File: src/verilog/csb_consts.vh
// shared constants for the chip-select page bus sequencer
// assumes one 10 MHz bus clock; all counts are in bus clock cycles
`ifndef CSB_CONSTS_VH
`define CSB_CONSTS_VH

// external address and data widths
`define CSB_ADDR_W 26
`define CSB_DATA_W 32
`define CSB_LINE_W 128

// access size encodings on the request port (log2 of bytes)
`define CSB_SIZE_BYTE 2'h0
`define CSB_SIZE_WORD 2'h1
`define CSB_SIZE_LONG 2'h2

// log2 of the bytes in one cache line replacement
`define CSB_LINE_LOG 3'h4

// external channel width encodings (log2 of lane count)
`define CSB_BUS_8 2'h0
`define CSB_BUS_16 2'h1
`define CSB_BUS_32 2'h2

// strobe mode select values
`define CSB_STROBE_BYTE 1'b0
`define CSB_STROBE_ONE 1'b1

// cycle wait counters saturate at the largest programmable count
`define CSB_WAIT_MAX 5'h1F

// reset values of the pin outputs
`define CSB_STROBES_IDLE 4'hF
`define CSB_ADDR_RESET 26'h0000000
`define CSB_DATA_RESET 32'h00000000

`endif

File: src/verilog/csb_sync.v
// two-stage synchroniser for signals arriving from the external pins
// assumes the pins are asynchronous to clk; output lags the pin by two edges
`timescale 1ns/1ps

module csb_sync #(
    parameter WIDTH = 1,
    parameter [WIDTH-1:0] INIT = {WIDTH{1'b0}}
) (
    input wire clk,
    input wire rstn,
    input wire [WIDTH-1:0] pinIn,
    output reg [WIDTH-1:0] syncOut
);

// first stage, read only by the second stage
reg [WIDTH-1:0] stage1_reg;

// both stages reset to the idle level of the pin
always @(posedge clk or negedge rstn)
begin
    if (!rstn)
    begin
        stage1_reg <= INIT;
        syncOut <= INIT;
    end
    else
    begin
        stage1_reg <= pinIn;
        syncOut <= stage1_reg;
    end
end

endmodule

File: src/verilog/csb_page_sequencer.v
// chip-select space bus sequencer: normal and page read/write beats
// assumes an internal master holding request fields while reqValid is high,
// and asynchronous memory outside; all pin outputs come from flip-flops
`timescale 1ns/1ps
`include "csb_consts.vh"

module csb_page_sequencer (
    input wire clk,
    input wire rstn,
    input wire reqValid,
    input wire reqWrite,
    input wire reqBurst,
    input wire [1:0] reqSize,
    input wire [`CSB_ADDR_W-1:0] reqAddr,
    input wire [`CSB_LINE_W-1:0] reqData,
    output reg reqReady,
    output reg rdValid,
    output reg [`CSB_DATA_W-1:0] rdData,
    input wire [1:0] busWidth,
    input wire strobe_mode_sel,
    input wire page_read_mode_sel,
    input wire page_read_enable,
    input wire page_write_enable,
    input wire [1:0] page_boundary_sel,
    input wire ext_wait_enable,
    input wire [4:0] read_cycle_wait_cnt,
    input wire [4:0] write_cycle_wait_cnt,
    input wire [4:0] page_read_wait_cnt,
    input wire [4:0] page_write_wait_cnt,
    input wire [2:0] csAssertWait,
    input wire [2:0] rdAssertWait,
    input wire [2:0] wrAssertWait,
    input wire [2:0] write_data_delay_cycles,
    input wire [2:0] cs_delay_cycles,
    input wire extWaitN,
    input wire [`CSB_DATA_W-1:0] dataIn,
    output reg chip_select_n,
    output reg readStrobeN,
    output reg [3:0] writeStrobeN,
    output reg commonWriteN,
    output reg [3:0] byte_control_n,
    output reg rdWrDir,
    output reg [`CSB_ADDR_W-1:0] addrOut,
    output reg [`CSB_DATA_W-1:0] dataOut,
    output reg dataOe
);

// sequencer states: start cycle, waits, write delay, cs delay, sample
localparam [2:0] S_IDLE = 3'h0;
localparam [2:0] S_START = 3'h1;
localparam [2:0] S_WAIT = 3'h2;
localparam [2:0] S_WDLY = 3'h3;
localparam [2:0] S_CSDLY = 3'h4;
localparam [2:0] S_RSAMP = 3'h5;

// lanes touched by one beat, one bit per byte lane
function [3:0] laneMask;
    input [1:0] a;
    input [1:0] beatLog;
    input [1:0] busLog;
    begin
        laneMask = 4'h1;
        if (busLog == `CSB_BUS_16)
            laneMask = (beatLog == `CSB_SIZE_BYTE) ? (a[0] ? 4'h2 : 4'h1) : 4'h3;
        else if (busLog == `CSB_BUS_32)
        begin
            if (beatLog == `CSB_SIZE_BYTE)
                laneMask = 4'h1 << a;
            else if (beatLog == `CSB_SIZE_WORD)
                laneMask = a[1] ? 4'hC : 4'h3;
            else
                laneMask = 4'hF;
        end
    end
endfunction

// address as presented on the pins for the channel width
function [`CSB_ADDR_W-1:0] alignAddr;
    input [`CSB_ADDR_W-1:0] a;
    input [1:0] busLog;
    begin
        alignAddr = a;
        if (busLog == `CSB_BUS_32)
            alignAddr = {a[`CSB_ADDR_W-1:2], 2'b00};
        else if (busLog == `CSB_BUS_16)
            alignAddr = {a[`CSB_ADDR_W-1:1], 1'b0};
        // 8-bit bus keeps every address bit
    end
endfunction

// on 8 and 16-bit buses move the addressed part of a longword onto the low lanes; 32-bit keeps all lanes
function [`CSB_DATA_W-1:0] laneData;
    input [`CSB_DATA_W-1:0] w;
    input [1:0] a;
    input [1:0] busLog;
    begin
        laneData = w;
        if (busLog == `CSB_BUS_16)
            laneData = {16'h0000, a[1] ? w[31:16] : w[15:0]};
        else if (busLog == `CSB_BUS_8)
            laneData = {24'h000000, w[8*a +: 8]};
    end
endfunction

// true when an address sits on the start of a new page
function crossBound;
    input [`CSB_ADDR_W-1:0] a;
    input [1:0] sel;
    begin
        case (sel)
            2'h0: crossBound = (a[3:0] == 4'h0);
            2'h1: crossBound = (a[4:0] == 5'h00);
            2'h2: crossBound = (a[5:0] == 6'h00);
            default: crossBound = (a[6:0] == 7'h00);
        endcase
    end
endfunction

// sequencer state and per-access context
reg [2:0] st_reg, st_next;
reg [4:0] k_reg, k_next;         // wait cycles elapsed in this beat
reg [2:0] dly_reg, dly_next;     // write or cs delay cycles left
reg first_reg, first_next;       // beat uses normal, not page, waits
reg wr_reg, wr_next;
reg burst_reg, burst_next;
reg page_reg, page_next;
reg [1:0] beatLog_reg, beatLog_next;
reg [1:0] busLog_reg, busLog_next;
reg [3:0] left_reg, left_next;   // beats remaining after this one
reg [`CSB_ADDR_W-1:0] addr_reg, addr_next;
reg [`CSB_LINE_W-1:0] line_reg, line_next;
reg sampleP1_reg, sampleP2_reg;  // read sample pipeline
reg adv;                         // step to the following beat

// synchronised pins
wire waitSync;
wire [`CSB_DATA_W-1:0] dataSync;

csb_sync #(
    .WIDTH(1),
    .INIT(1'b1)
) uWaitSync (
    .clk(clk),
    .rstn(rstn),
    .pinIn(extWaitN),
    .syncOut(waitSync)
);

// read data take the same two-edge path as the wait pin
csb_sync #(
    .WIDTH(`CSB_DATA_W),
    .INIT(`CSB_DATA_RESET)
) uDataSync (
    .clk(clk),
    .rstn(rstn),
    .pinIn(dataIn),
    .syncOut(dataSync)
);

// wait pin honoured only when enabled
// sync output reflects the pin two cycles back
// synchroniser runs even between bus cycles
wire extHold = ext_wait_enable & ~waitSync;

// beat after each start cycle uses cycle waits, page continuation beats page waits
// counts of 0 to 31 cycles after the start cycle
wire [4:0] target = first_reg ?
    (wr_reg ? write_cycle_wait_cnt : read_cycle_wait_cnt) :
    (wr_reg ? page_write_wait_cnt : page_read_wait_cnt);

// programmed waits first, then the pin may extend
// same check on every page read beat
wire waitDone = (k_reg >= target) && !extHold;

// next beat address and page continuation
wire [`CSB_ADDR_W-1:0] addrInc = addr_reg + (`CSB_ADDR_W'h1 << beatLog_reg);
wire more = (left_reg != 4'h0);
// a beat landing on a new page ends the access
wire cont = more && page_reg && !crossBound(addrInc, page_boundary_sel);

// delay counted from the wait end, so 0 and 1 add nothing
// a read with short cs delay still needs its final sample cycle
wire [2:0] endState = (cs_delay_cycles > 3'h1) ? S_CSDLY :
    (!wr_reg ? S_RSAMP : (more ? S_START : S_IDLE));
wire [2:0] endDly = cs_delay_cycles - 3'h2;

// request decode: sizes as log2 bytes
wire [2:0] reqSizeLog = reqBurst ? `CSB_LINE_LOG : {1'b0, reqSize};
wire reqWide = (reqSizeLog > {1'b0, busWidth});
wire [1:0] reqBeatLog = reqWide ? busWidth : reqSizeLog[1:0];
wire [2:0] reqShift = reqSizeLog - {1'b0, reqBeatLog};
// wraps to 15 for sixteen beats on purpose
wire [3:0] reqLeft = (4'h1 << reqShift) - 4'h1;
// page only when enabled and the transfer needs several beats
wire reqPage = (reqWrite ? page_write_enable : page_read_enable) &&
    (reqBurst || reqWide);

// next state of the sequencer
always @*
begin
    st_next = st_reg;
    k_next = k_reg;
    dly_next = dly_reg;
    first_next = first_reg;
    wr_next = wr_reg;
    burst_next = burst_reg;
    page_next = page_reg;
    beatLog_next = beatLog_reg;
    busLog_next = busLog_reg;
    left_next = left_reg;
    addr_next = addr_reg;
    line_next = line_reg;
    adv = 1'b0;
    case (st_reg)
        S_IDLE:
        begin
            // capture the whole request in the idle cycle
            if (reqValid)
            begin
                st_next = S_START;
                wr_next = reqWrite;
                burst_next = reqBurst;
                page_next = reqPage;
                beatLog_next = reqBeatLog;
                busLog_next = busWidth;
                left_next = reqLeft;
                addr_next = reqAddr;
                line_next = reqData;
            end
        end
        S_START:
        begin
            // chip select stays high here; waits count from the next cycle
            st_next = S_WAIT;
            k_next = 5'h00;
            first_next = 1'b1;
        end
        S_WAIT:
        begin
            if (waitDone)
            begin
                // nonzero write delay follows each wait end
                if (wr_reg && (write_data_delay_cycles != 3'h0))
                begin
                    st_next = S_WDLY;
                    dly_next = write_data_delay_cycles - 3'h1;
                end
                // next page write beat right away
                // next page read beat without sample cycle
                else if (cont)
                begin
                    st_next = S_WAIT;
                    k_next = 5'h00;
                    first_next = 1'b0;
                    adv = 1'b1;
                end
                else
                begin
                    st_next = endState;
                    dly_next = endDly;
                    adv = (endState == S_START);
                end
            end
            else if (k_reg != `CSB_WAIT_MAX)
                k_next = k_reg + 5'h01;
        end
        S_WDLY:
        begin
            if (dly_reg != 3'h0)
                dly_next = dly_reg - 3'h1;
            else if (cont)
            begin
                st_next = S_WAIT;
                k_next = 5'h00;
                first_next = 1'b0;
                adv = 1'b1;
            end
            else
            begin
                st_next = endState;
                dly_next = endDly;
                adv = (endState == S_START);
            end
        end
        S_CSDLY:
        begin
            // hold chip select low for the remaining delay
            if (dly_reg != 3'h0)
                dly_next = dly_reg - 3'h1;
            else
            begin
                st_next = more ? S_START : S_IDLE;
                adv = more;
            end
        end
        S_RSAMP:
        begin
            st_next = more ? S_START : S_IDLE;
            adv = more;
        end
        default:
        begin
            st_next = S_IDLE;
        end
    endcase
    // address and data only move once the old beat is fully done
    if (adv)
    begin
        addr_next = addrInc;
        left_next = left_reg - 4'h1;
    end
end

// pin levels derived from the next state so they leave flip-flops
reg csLow, rdLow, weLow, oeOn;
reg [3:0] mask;
reg [2:0] rdAwEff;
reg [`CSB_DATA_W-1:0] word;
always @*
begin
    // cs low through waits once the cs assert wait has passed, write delay and cs delay
    csLow = ((st_next == S_WAIT) && (!first_next || k_next >= {2'b00, csAssertWait})) ||
        (st_next == S_WDLY) || (st_next == S_CSDLY);
    // page read mode one drops the read assert wait
    rdAwEff = (!first_next && page_read_mode_sel) ? 3'h0 : rdAssertWait;
    // a beat restarts at zero cycles, so nonzero waits negate
    rdLow = (st_next == S_WAIT) && !wr_next && (k_next >= {2'b00, rdAwEff});
    // write strobes high outside the wait cycles
    // write assert wait applies on every beat
    weLow = (st_next == S_WAIT) && wr_next && (k_next >= {2'b00, wrAssertWait});
    oeOn = wr_next && csLow;
    mask = laneMask(addr_next[1:0], beatLog_next, busLog_next);
    // single accesses carry data in the low longword
    case (burst_next ? addr_next[3:2] : 2'h0)
        2'h0: word = line_next[31:0];
        2'h1: word = line_next[63:32];
        2'h2: word = line_next[95:64];
        default: word = line_next[127:96];
    endcase
end

// state registers
always @(posedge clk or negedge rstn)
begin
    if (!rstn)
    begin
        st_reg <= S_IDLE;
        k_reg <= 5'h00;
        dly_reg <= 3'h0;
        first_reg <= 1'b1;
        wr_reg <= 1'b0;
        burst_reg <= 1'b0;
        page_reg <= 1'b0;
        beatLog_reg <= `CSB_SIZE_BYTE;
        busLog_reg <= `CSB_BUS_8;
        left_reg <= 4'h0;
        addr_reg <= `CSB_ADDR_RESET;
        line_reg <= {`CSB_LINE_W{1'b0}};
    end
    else
    begin
        st_reg <= st_next;
        k_reg <= k_next;
        dly_reg <= dly_next;
        first_reg <= first_next;
        wr_reg <= wr_next;
        burst_reg <= burst_next;
        page_reg <= page_next;
        beatLog_reg <= beatLog_next;
        busLog_reg <= busLog_next;
        left_reg <= left_next;
        addr_reg <= addr_next;
        line_reg <= line_next;
    end
end

// read sampling: the wait end cycle's bus level clears the synchroniser
// two edges later, so the read word lags its wait end by three cycles
always @(posedge clk or negedge rstn)
begin
    if (!rstn)
    begin
        sampleP1_reg <= 1'b0;
        sampleP2_reg <= 1'b0;
        rdValid <= 1'b0;
        rdData <= `CSB_DATA_RESET;
    end
    else
    begin
        sampleP1_reg <= (st_reg == S_WAIT) && waitDone && !wr_reg;
        sampleP2_reg <= sampleP1_reg;
        rdValid <= sampleP2_reg;
        // raw lanes; the master aligns them as it knows the address
        if (sampleP2_reg)
            rdData <= dataSync;
    end
end

// registered pin outputs
always @(posedge clk or negedge rstn)
begin
    if (!rstn)
    begin
        reqReady <= 1'b0;
        chip_select_n <= 1'b1;
        readStrobeN <= 1'b1;
        writeStrobeN <= `CSB_STROBES_IDLE;
        commonWriteN <= 1'b1;
        byte_control_n <= `CSB_STROBES_IDLE;
        rdWrDir <= 1'b1;
        addrOut <= `CSB_ADDR_RESET;
        dataOut <= `CSB_DATA_RESET;
        dataOe <= 1'b0;
    end
    else
    begin
        reqReady <= (st_next == S_IDLE);
        chip_select_n <= ~csLow;
        // direction low for writes exactly while cs is low
        rdWrDir <= ~(csLow & wr_next);
        readStrobeN <= ~rdLow;
        addrOut <= alignAddr(addr_next, busLog_next);
        dataOut <= laneData(word, addr_next[1:0], busLog_next);
        dataOe <= oeOn;
        // lane strobes on writes only, none on reads
        if (strobe_mode_sel == `CSB_STROBE_BYTE)
        begin
            writeStrobeN <= weLow ? ~mask : `CSB_STROBES_IDLE;
            commonWriteN <= 1'b1;
            byte_control_n <= `CSB_STROBES_IDLE;
        end
        // lane marks for both directions plus common strobe
        else
        begin
            writeStrobeN <= `CSB_STROBES_IDLE;
            commonWriteN <= ~weLow;
            byte_control_n <= csLow ? ~mask : `CSB_STROBES_IDLE;
        end
    end
end

endmodule

File: config.mk
export PLATFORM = sky130hd
export DESIGN_NAME = csb_page_sequencer
export DESIGN_NICKNAME = d
export VERILOG_FILES = /design/src/verilog/csb_sync.v /design/src/verilog/csb_page_sequencer.v
export VERILOG_INCLUDE_DIRS = /design/src /design/src/verilog
export SDC_FILE = /design/constraint.sdc
export NUM_CORES = 1
export LEC_CHECK = 0
export BUFFER_PORTS_ARGS = -buffer_cell sky130_fd_sc_hd__buf_2
export CAP_MARGIN = 20
export CELL_PAD_IN_SITES_DETAIL_PLACEMENT = 1
export CELL_PAD_IN_SITES_GLOBAL_PLACEMENT = 2
export CORE_MARGIN = 3
export CORE_UTILIZATION = 30
export DETAILED_ROUTE_END_ITERATION = 8
export PLACE_DENSITY_LB_ADDON = 0.2
export REMOVE_ABC_BUFFERS = 1
export SYNTH_ARGS = -nofsm -noshare
export SYNTH_HDL_FRONTEND = slang
export SYNTH_HIERARCHICAL = 1
export SYNTH_SLANG_ARGS = --single-unit
export TNS_END_PERCENT = 5
File: constraint.sdc
create_clock -name clk -period 5.5 [get_ports clk]
set_input_delay 0.275 -clock clk [delete_from_list [all_inputs] [get_ports clk]]
set_output_delay 0.275 -clock clk [all_outputs]
set_load 0.02 [all_outputs]
==> results.json, run 1 <==
{
  "status": "finished, final reports clean",
  "grt_usage_pct": 20.68,
  "grt_overflow": 0,
  "slowest_stage": "fa_1",
  "wl_per_cell_um": 20.54,
  "yosysWarnings": 6,
  "root_buffer": "clkbuf_16",
  "die_height_um": 232.7,
  "synth_area_per_cell_um2": 9.968,
  "dp_cells": 2490,
  "crit_family": "compound AO/OA/AOI/OAI gates",
  "drtPass1Iterations": 4,
  "seq_area_um2": 8178,
  "gp_congestion": 0.8516,
  "startpoint": "beatLog_reg[1]",
  "r2r_setup_slack_ns": 0.52,
  "cts_resized": 0,
  "path_depth": 18,
  "vdd_drop_max_v": 0.0001973,
  "ant_nets": 0,
  "slowest_delay_ns": 0.47,
  "vias_per_cell": 4.897,
  "power_density_nw_per_um2": 573.1,
  "crit_chain": "nor2_1 > ha_1 > fa_1 > xor2_2 > a2111oi_2 > nor2_1 > nor2_1 > a21o_1 > o21ai_0 > o21ai_0 > a21oi_1 > ha_1 > nand2b_1 > a21o_1 > a21oi_1 > o2111a_1 > o32ai_1 > and2_1",
  "grt_pass1_wl_um": 86510,
  "coreArea_um2": 50480,
  "synth_edf_count": 0,
  "period_share_pct": 90.46,
  "rows": 82,
  "worstMarginPinSlew_ns": 0.8904,
  "synth_seq_cells": 326,
  "cp-start-kind": "register",
  "worstPathArrival_ns": 5.41,
  "setup_violations": 0,
  "rr_worst_depth": 18,
  "synthCells": 1547,
  "cts_tree": "done",
  "multi_input_area_um2": 6461,
  "ios": 343,
  "crit_end": "dataOe",
  "cts_buffers": 40,
  "drcViolationCount": 0,
  "worstSkewPairLatency_ns": 0.56,
  "die_area_um2": 54160,
  "synth_top_area_share_pct": 50.47,
  "worstReg2RegStart": "beatLog_reg[1]",
  "cp_num_buf_inv": 0,
  "fin_crit_ns": 4.976,
  "fmax_mhz": 201.0,
  "crit_type": "reg -> reg",
  "rsz0062_at_grt": "false",
  "syn_area_um2": 15420,
  "async_flop_share_pct": 100.0,
  "clock_sinks": 326,
  "synthFlopType": "dfrtp_1",
  "grt_pass1_vias": 14350,
  "hold_path.class": "in -> reg",
  "power_mw": 11.91,
  "nNetsFinal": 2303,
  "reg2reg_to": "dataOe",
  "clk_pin_slew_ns": 0.06,
  "port_buffers": 342,
  "wl_um": 56230,
  "post-dp-hpwl_um": 40130,
  "cpMostUsedCell": "nor2_1",
  "timing.max_cap.violations": 0,
  "crit_fanout": 10,
  "finClkSkew_ns": 0.02054,
  "postCtsSetupBuffers": 0,
  "slew-limit-headroom_pct": 40.64,
  "synth_area_leaders": "dfrtp_1 50%, nand2_1 9.3%, mux2_2 3.0%, mux2i_1 2.6%, dfstp_2 2.6%",
  "end_kind": "register",
  "start_util_pct": 30.55,
  "critPathRequiredTime_ns": 5.94,
  "ys_seq_area_share_pct": 53.03,
  "slew_violations": 0,
  "largest_reg_flops": 128,
  "fill_cells": 5759,
  "whs_ns": 0.03445,
  "instances_no_fill": 2737,
  "layout-drive-gt1-share_pct": 25.63,
  "antenna_found_initial": 4,
  "h-tree-depth": 2,
  "die_w_um": 232.7,
  "finalHoldViolations": 0,
  "synth_cell_type_count": 88,
  "clock_path_buffers": 3,
  "area.growth.synth_to_final_pct": 34.78,
  "drt-initial-drc-count": 726,
  "leakage_nw": 10.02,
  "yosys.area.top_type": "dfrtp_1",
  "grt_start_max_net_pins": 137,
  "via_count": 13400
}
logic make-up (layout without fill, tap and decap cells):
logic type      after synthesis  after routing  synth area share (%)
mux                          89             89                 6.702
buf+inv                     171            688                 5.153
xor+xnor                      7              7                0.4463
fa+ha+maj                    32             32                 2.694
other cells                   0              1                     0
simple gates                596            596                 16.73
flops                       326            326                 53.03
compound gates              326            326                 15.25
worst min-delay path by stage:
stage	endpoint	startpoint	slack (ns)	cells after the start
3_3_place_gp	uDataSync/syncOut[2]	uDataSync/stage1_reg[2]	0.33	0
4_1_cts	line_reg[14]	reqData[14]	0.002	3
2_1_floorplan	addrOut[0]	rstn	-0.02	0
6_report	line_reg[19]	reqData[19]	0.03	3
3_5_place_dp	line_reg[92]	rstn	0.34	1
5_1_grt	line_reg[14]	reqData[14]	0.03	3
synth_stat cells, drive strengths merged (14+ instances only):
cell	n
nand2b	14
inv	71
o22ai	22
nand2	387
ha	30
nor3	24
nor2	74
buf	65
clkbuf	35
a21boi	40
dfrtp	311
mux2	41
a21oi	63
a21o	25
dfstp	15
mux2i	43
nand3	28
o21ai	45
stage by stage:
stage / TNS [ns] / util [%] / instance area (um^2) / setup WS (ns)
finish: 0 / 41.17 / 20780 / 0.5245
global placement: 0 / 35.07 / 17700 / 0.7149
global route: 0 / 41.17 / 20780 / 0.06217
CTS: 0 / 41.17 / 20780 / 0.4931
floorplan: -70.58 / - / 14890 / -2.089
detailed placement: 0 / 35.07 / 17700 / 0.5207
power breakdown:
| group | internal (mW) | switching, mW | leakage, nW |
|---|---|---|---|
| Clock | 1.65 | 1.08 | 0.655 |
| Combinational | 1.98 | 3.41 | 5.39 |
| Sequential | 3.29 | 0.501 | 3.98 |
| Total | 6.92 | 4.99 | 10.0 |
final cells by class:
class	instances	share of cell area [%]
inverter	71	1.294
clock buffer	54	5.316
timing repair buffer	544	17.72
antenna	1	0.01204
sequential	326	39.35
multi-input combinational	1050	31.09
clock inverter	19	1.168
tap	672	4.046
layout by cell type, fill, tap and decap left out, types with 8 or more instances in the layout:
cell / count
a211o_1: 8
a211oi_1: 11
a21boi_0: 30
a21boi_1: 10
a21o_1: 24
a21oi_1: 61
a221oi_1: 10
a22oi_1: 12
a31oi_1: 8
and2_1: 12
and3_1: 9
buf_2: 341
buf_4: 28
clkbuf_1: 10
clkbuf_16: 41
dfrtp_1: 310
dfstp_2: 15
dlygate4sd3_1: 173
ha_1: 30
inv_1: 69
mux2_2: 41
mux2i_1: 40
nand2_1: 384
nand2b_1: 14
nand3_1: 27
nor2_1: 73
nor2b_1: 10
nor3_1: 22
nor4_1: 8
o21ai_0: 42
o22ai_1: 22
o31ai_1: 9
or3_1: 11
timing repair:
item                                    in CTS  in global routing
hold buffers                               173                  0
endpoints found under the setup margin       0                  0
endpoints found under the hold margin      269                  0
worst min-delay path, stage by stage:
cell and delay (ns):
buf_2 0.09, mux2i_1 0.11, inv_1 0.07
per-layer routing:
layer  wire length, um  up-vias  track usage (%)
met1             24700     6751            27.13
met5                13        -                0
met3              2129       72            3.281
met2             28230      260            35.87
li1                  -     6317                -
met4              1150        2            4.696
No activity file was read; power rests on OpenSTA's default activity.
==> inputs of run 2 (changes only) <==
--- a/config.mk
+++ b/config.mk
@@ -11,7 +11,7 @@
 export CELL_PAD_IN_SITES_DETAIL_PLACEMENT = 1
 export CELL_PAD_IN_SITES_GLOBAL_PLACEMENT = 2
 export CORE_MARGIN = 3
-export CORE_UTILIZATION = 30
+export CORE_UTILIZATION = 27
 export DETAILED_ROUTE_END_ITERATION = 8
 export PLACE_DENSITY_LB_ADDON = 0.2
 export REMOVE_ABC_BUFFERS = 1
==> run 2 against run 1 <==
  * Clock-buffer cell count is 3 higher
  * Register-to-register slack better by 0.05 ns
  * Largest power group unchanged
  * Global-route usage down 1.9 points
  * Clock skew decreased by 0.0062 ns
  * Worst setup slack improved by 0.054 ns
  * Combinational power is essentially flat
  * First-iteration DRC count decreased by 0.14%
  * Core utilization is 3.5 points lower
  * Design area grew 1.2%
  * Highest routed layer is now met4
  * Final cell count increased by 2.8%
==> results.json, run 2 (same netlist as run 1, synthesis figures left out) <==
{
  "final_cell_mix": "384 x nand2_1, 341 x buf_2, 310 x dfrtp_1",
  "cpMostUsedCell": "a21oi_1",
  "root_buffer": "clkbuf_16",
  "area.growth.synth_to_final_pct": 36.43,
  "post-route-util_pct": 37.67,
  "grt_usage_pct": 18.82,
  "grt_pass1_vias": 14650,
  "grt_overflow": 0,
  "drtPass1Iterations": 5,
  "dp_cells": 2562,
  "hp-start": "reqData[64]",
  "slowest_delay_ns": 0.47,
  "gp_congestion": 0.8093,
  "crit_family": "compound AO/OA/AOI/OAI gates",
  "wl_um": 57040,
  "coreArea_um2": 55850,
  "rows": 86,
  "port_buffers": 342,
  "clk_pin_slew_ns": 0.06,
  "drcViolationCount": 0,
  "timing.max_cap.violations": 0,
  "wl_per_cell_um": 20.27,
  "clock_sinks": 326,
  "worstHoldEndpoint": "line_reg[64]",
  "period_share_pct": 89.48,
  "critPathRequiredTime_ns": 5.95,
  "path_depth": 19,
  "cts_tree": "done",
  "start_util_pct": 27.61,
  "finalHoldViolations": 0,
  "vdd_drop_max_v": 0.0002567,
  "slowest_stage": "fa_1",
  "rr_worst_depth": 19,
  "clock_path_buffers": 3,
  "rsz0062_at_grt": "false",
  "h-tree-depth": 2,
  "cp-start-kind": "register",
  "post-dp-hpwl_um": 40560,
  "antenna_found_initial": 1,
  "status": "finished, final reports clean",
  "hold_path.class": "in -> reg",
  "nNetsFinal": 2304,
  "setup_violations": 0,
  "via_count": 13390,
  "layout-drive-gt1-share_pct": 25.76,
  "die_height_um": 245.0,
  "slew-limit-headroom_pct": 37.62,
  "instances_no_fill": 2814,
  "ant_nets": 0,
  "worstReg2RegStart": "beatLog_reg[1]",
  "vias_per_cell": 4.757,
  "die_w_um": 245.0,
  "cts_buffers": 40,
  "grt_pass1_wl_um": 87770,
  "reg2reg_to": "dataOe",
  "cp_num_buf_inv": 0,
  "drt-initial-drc-count": 725,
  "crit_chain": "nor2_1 > ha_1 > fa_1 > xor2_2 > a211oi_1 > nor2_1 > nor2_1 > a21oi_1 > nand2_1 > a21oi_1 > o21ai_0 > a21oi_1 > ha_1 > nand2b_1 > a21o_1 > a21oi_1 > o2111a_1 > o32ai_1 > and2_1",
  "grt_start_max_net_pins": 138,
  "end_kind": "register",
  "mostFrequentLayoutCell": "nand2_1",
  "slew_violations": 0,
  "worstSkewPairLatency_ns": 0.57,
  "fin_crit_ns": 4.921,
  "crit_type": "reg -> reg",
  "crit_fanout": 7,
  "holdPathStages": 3,
  "leakage_nw": 10.10,
  "worstPathArrival_ns": 5.37,
  "ios": 343,
  "fmax_mhz": 203.2,
  "power_density_nw_per_um2": 573.1,
  "die_area_um2": 60010,
  "r2r_setup_slack_ns": 0.58,
  "worstMarginPinSlew_ns": 0.9357,
  "fill_cells": 6399,
  "largest_reg_flops": 128,
  "finClkSkew_ns": 0.01431
}
[run 2: cell types whose count changed in the layout (fill, tap and decap cells not counted), sizes merged]
cell	change
buf	-4
clkbuf	+3
inv	-1
dlygate4sd3	+5
clkinvlp	-2
[run 2: metal layers]
metal	share of wire (%)	track usage [%]	vias up
met2	49	32.50	256
li1	-	-	6327
met3	3.6	2.709	76
met4	2.4	5.280	0
met5	0	0	-
met1	45	24.63	6726
[run 2: layout make-up]
type                    count  area [um^2]  share of cell area, %
multi-input cells        1050         6469                  30.75
repair buffers            545         3716                  17.66
flip-flops and latches    326         8178                  38.87
diodes                      1        2.502                0.01189
clock inverters            16        262.8                  1.249
inverters                  71        269.0                  1.279
clock buffers              57         1205                  5.727
well taps                 748        935.9                  4.449
[run 2: repair_timing]
item,4_1_cts,5_1_grt
hold buffers,178,0
resized for setup,0,0
endpoints found under the hold margin,266,0
buffers inserted,0,0
[run 2: tightest hold or removal path: stages]
cell and delay [ns]:
buf_2 0.08, nand2_1 0.10, nand2_1 0.10
[run 2: power by group]
group | switching, mW | internal (mW) | total, mW
Clock | 1.11 | 1.78 | 2.89
Sequential | 0.503 | 3.29 | 3.80
Combinational | 3.40 | 1.97 | 5.37
[run 2: worst max path at each step]
stage | startpoint | end | slack, ns
after floorplan | st_reg[1] | dataOut[6] | -2.09
after global placement | beatLog_reg[1] | dataOe | 0.72
after detailed placement | beatLog_reg[1] | dataOe | 0.58
after CTS | beatLog_reg[1] | dataOe | 0.55
after global routing | beatLog_reg[1] | dataOe | 0.19
final | beatLog_reg[1] | dataOe | 0.58
[run 2: metrics by stage]
| step | hold WS [ns] | total power [mW] | area (um^2) | setup TNS [ns] | setup WS (ns) |
|---|---|---|---|---|---|
| 2_1_floorplan | -0.02059 | 7.131 | 14890 | -70.58 | -2.089 |
| 3_3_place_gp | 0.3325 | 9.062 | 17790 | 0 | 0.7199 |
| 3_5_place_dp | 0.3356 | 9.165 | 17790 | 0 | 0.5797 |
| 4_1_cts | 0.0003952 | 12.25 | 21040 | 0 | 0.5544 |
| 5_1_grt | 0.01363 | 12.95 | 21040 | 0 | 0.1928 |
| 6_report | 0.02825 | 12.06 | 21040 | 0 | 0.5788 |
==> inputs of run 3 (changes only) <==
--- a/config.mk
+++ b/config.mk
@@ -13,8 +13,9 @@
 export CORE_MARGIN = 3
 export CORE_UTILIZATION = 27
 export DETAILED_ROUTE_END_ITERATION = 8
-export PLACE_DENSITY_LB_ADDON = 0.2
+export PLACE_DENSITY_LB_ADDON = 0.12
 export REMOVE_ABC_BUFFERS = 1
+export SKIP_LAST_GASP = 1
 export SYNTH_ARGS = -nofsm -noshare
 export SYNTH_HDL_FRONTEND = slang
 export SYNTH_HIERARCHICAL = 1
==> constraint.sdc (replaced) <==
create_clock -name clk -period 5.5 [get_ports clk]
set_input_delay 0.825 -clock clk [delete_from_list [all_inputs] [get_ports clk]]
set_output_delay 0.825 -clock clk [all_outputs]
set_load 0.02 [all_outputs]
==> run 3 against run 2 <==
  * Sequential cell count unchanged
  * Worst setup slack got worse by 0.099 ns
  * Global-route usage decreased by 0.36 points
  * Critical path depth decreased by 1
  * Core utilization decreased by 3.2 points
  * Total power decreased by 2.0%
  * Via count decreased by 5.8%
  * Final cell count decreased by 6.0%
  * Largest power group unchanged
  * Highest routed layer is now met5
==> results.json, run 3 (same netlist as run 1, synthesis figures left out) <==
{
  "nNetsFinal": 2133,
  "rr_worst_depth": 18,
  "reg2reg_to": "dataOe",
  "slew-limit-headroom_pct": 41.92,
  "grt_start_max_net_pins": 117,
  "die_area_um2": 60010,
  "timing.max_cap.violations": 0,
  "grt_overflow": 0,
  "clk_pin_slew_ns": 0.06,
  "setup_violations": 0,
  "post-route-util_pct": 34.46,
  "crit_chain": "nor2_1 > ha_1 > fa_1 > xor2_2 > a2111oi_2 > nor2_1 > nor2_1 > a21o_1 > o21ai_0 > o21ai_0 > a21oi_1 > ha_1 > nand2b_1 > a21o_1 > a21oi_1 > o2111a_1 > o32ai_1 > and2_1",
  "cts_resized": 0,
  "fill_cells": 6370,
  "cts_tree": "done",
  "power_density_nw_per_um2": 613.8,
  "finClkSkew_ns": 0.01488,
  "finalHoldViolations": 0,
  "final_cell_mix": "384 x nand2_1, 341 x buf_2, 310 x dfrtp_1",
  "largest_reg_flops": 128,
  "worstReg2RegStart": "beatLog_reg[1]",
  "grt_pass1_vias": 13710,
  "critPathRequiredTime_ns": 5.95,
  "r2r_setup_slack_ns": 0.48,
  "via_count": 12610,
  "ant_nets": 0,
  "instances_no_fill": 2645,
  "antenna_found_initial": 6,
  "area.growth.synth_to_final_pct": 24.80,
  "start_util_pct": 27.61,
  "cpMostUsedCell": "nor2_1",
  "crit_fanout": 10,
  "setup_slack_ns": 0.4800,
  "cp-start-kind": "register",
  "leakage_nw": 9.349,
  "rsz0062_at_grt": "false",
  "clock_path_buffers": 3,
  "pre_cts_ws_ns": 0.4195,
  "fmax_mhz": 199.2,
  "port_buffers": 342,
  "power_mw": 11.81,
  "grt_pass1_wl_um": 85040,
  "layout-drive-gt1-share_pct": 28.25,
  "slowest_stage": "fa_1",
  "post-dp-hpwl_um": 40850,
  "period_share_pct": 91.27,
  "fin_tns_setup_ns": 0,
  "crit_type": "reg -> reg",
  "drcViolationCount": 0,
  "hold_path.class": "in -> async",
  "wl_per_cell_um": 21.06,
  "wl_um": 55690,
  "fin_crit_ns": 5.020,
  "postCtsSetupBuffers": 0,
  "slew_violations": 0,
  "mostFrequentLayoutCell": "nand2_1",
  "clock_sinks": 326,
  "die_w_um": 245.0,
  "worstMarginPinSlew_ns": 0.8665,
  "cts_buffers": 40,
  "drt-initial-drc-count": 531,
  "worstPathArrival_ns": 5.47,
  "end_kind": "register",
  "fin_area_um2": 19240,
  "grt_usage_pct": 18.46,
  "whs_ns": 0.1954,
  "status": "finished, final reports clean",
  "worstSkewPairLatency_ns": 0.57,
  "vdd_drop_max_v": 0.0002532,
  "root_buffer": "clkbuf_16",
  "rows": 86,
  "drtPass1Iterations": 5,
  "vias_per_cell": 4.767,
  "dp_cells": 2569,
  "coreArea_um2": 55850,
  "die_height_um": 245.0,
  "slowest_delay_ns": 0.48,
  "gp_congestion": 0.7810,
  "ios": 343,
  "h-tree-depth": 2,
  "holdBufCountCts": 0,
  "placed_area_um2": 17870
}
[run 3: cell type report]
type	instances	area, um^2	area share [%]
sequential	326	8178	42.50
multi-input combinational	1050	6485	33.70
timing repair buffer	374	1999	10.39
clock buffer	58	1179	6.125
tap	748	935.9	4.863
inverter	71	269.0	1.398
clock inverter	15	190.2	0.9883
antenna	3	7.507	0.03901
[run 3: critical path: cells and delay by family, from the launching register on]
kind            cells  cell delay [ns]
compound gates      9             2.29
xor+xnor            1             0.23
fa+ha+maj           3             1.02
simple gates        5             0.97
flops               1             0.40
[run 3: worst max path at each step]
| stage | startpoint | to | slack (ns) | cells after the start |
|---|---|---|---|---|
| 4_1_cts | beatLog_reg[1] | dataOe | 0.39 | 18 |
| 2_1_floorplan | reqValid | dataOut[6] | -2.33 | 7 |
| 6_report | beatLog_reg[1] | dataOe | 0.48 | 18 |
| 3_5_place_dp | beatLog_reg[1] | dataOe | 0.42 | 18 |
| 3_3_place_gp | beatLog_reg[1] | dataOe | 0.64 | 18 |
| 5_1_grt | beatLog_reg[1] | dataOe | 0.01 | 18 |
[run 3: power breakdown]
part	switching, mW	internal, mW
clock	1.11	1.60
combinational	3.40	1.92
sequential	0.486	3.29
total	4.99	6.82
[run 3: routing by layer]
metal	vias up	GRT usage [%]	wire length, um
li1	5975	-	-
met1	6329	24.19	24970
met2	225	31.65	27370
met3	74	3.244	2203
met4	6	4.602	1113
met5	-	0	42
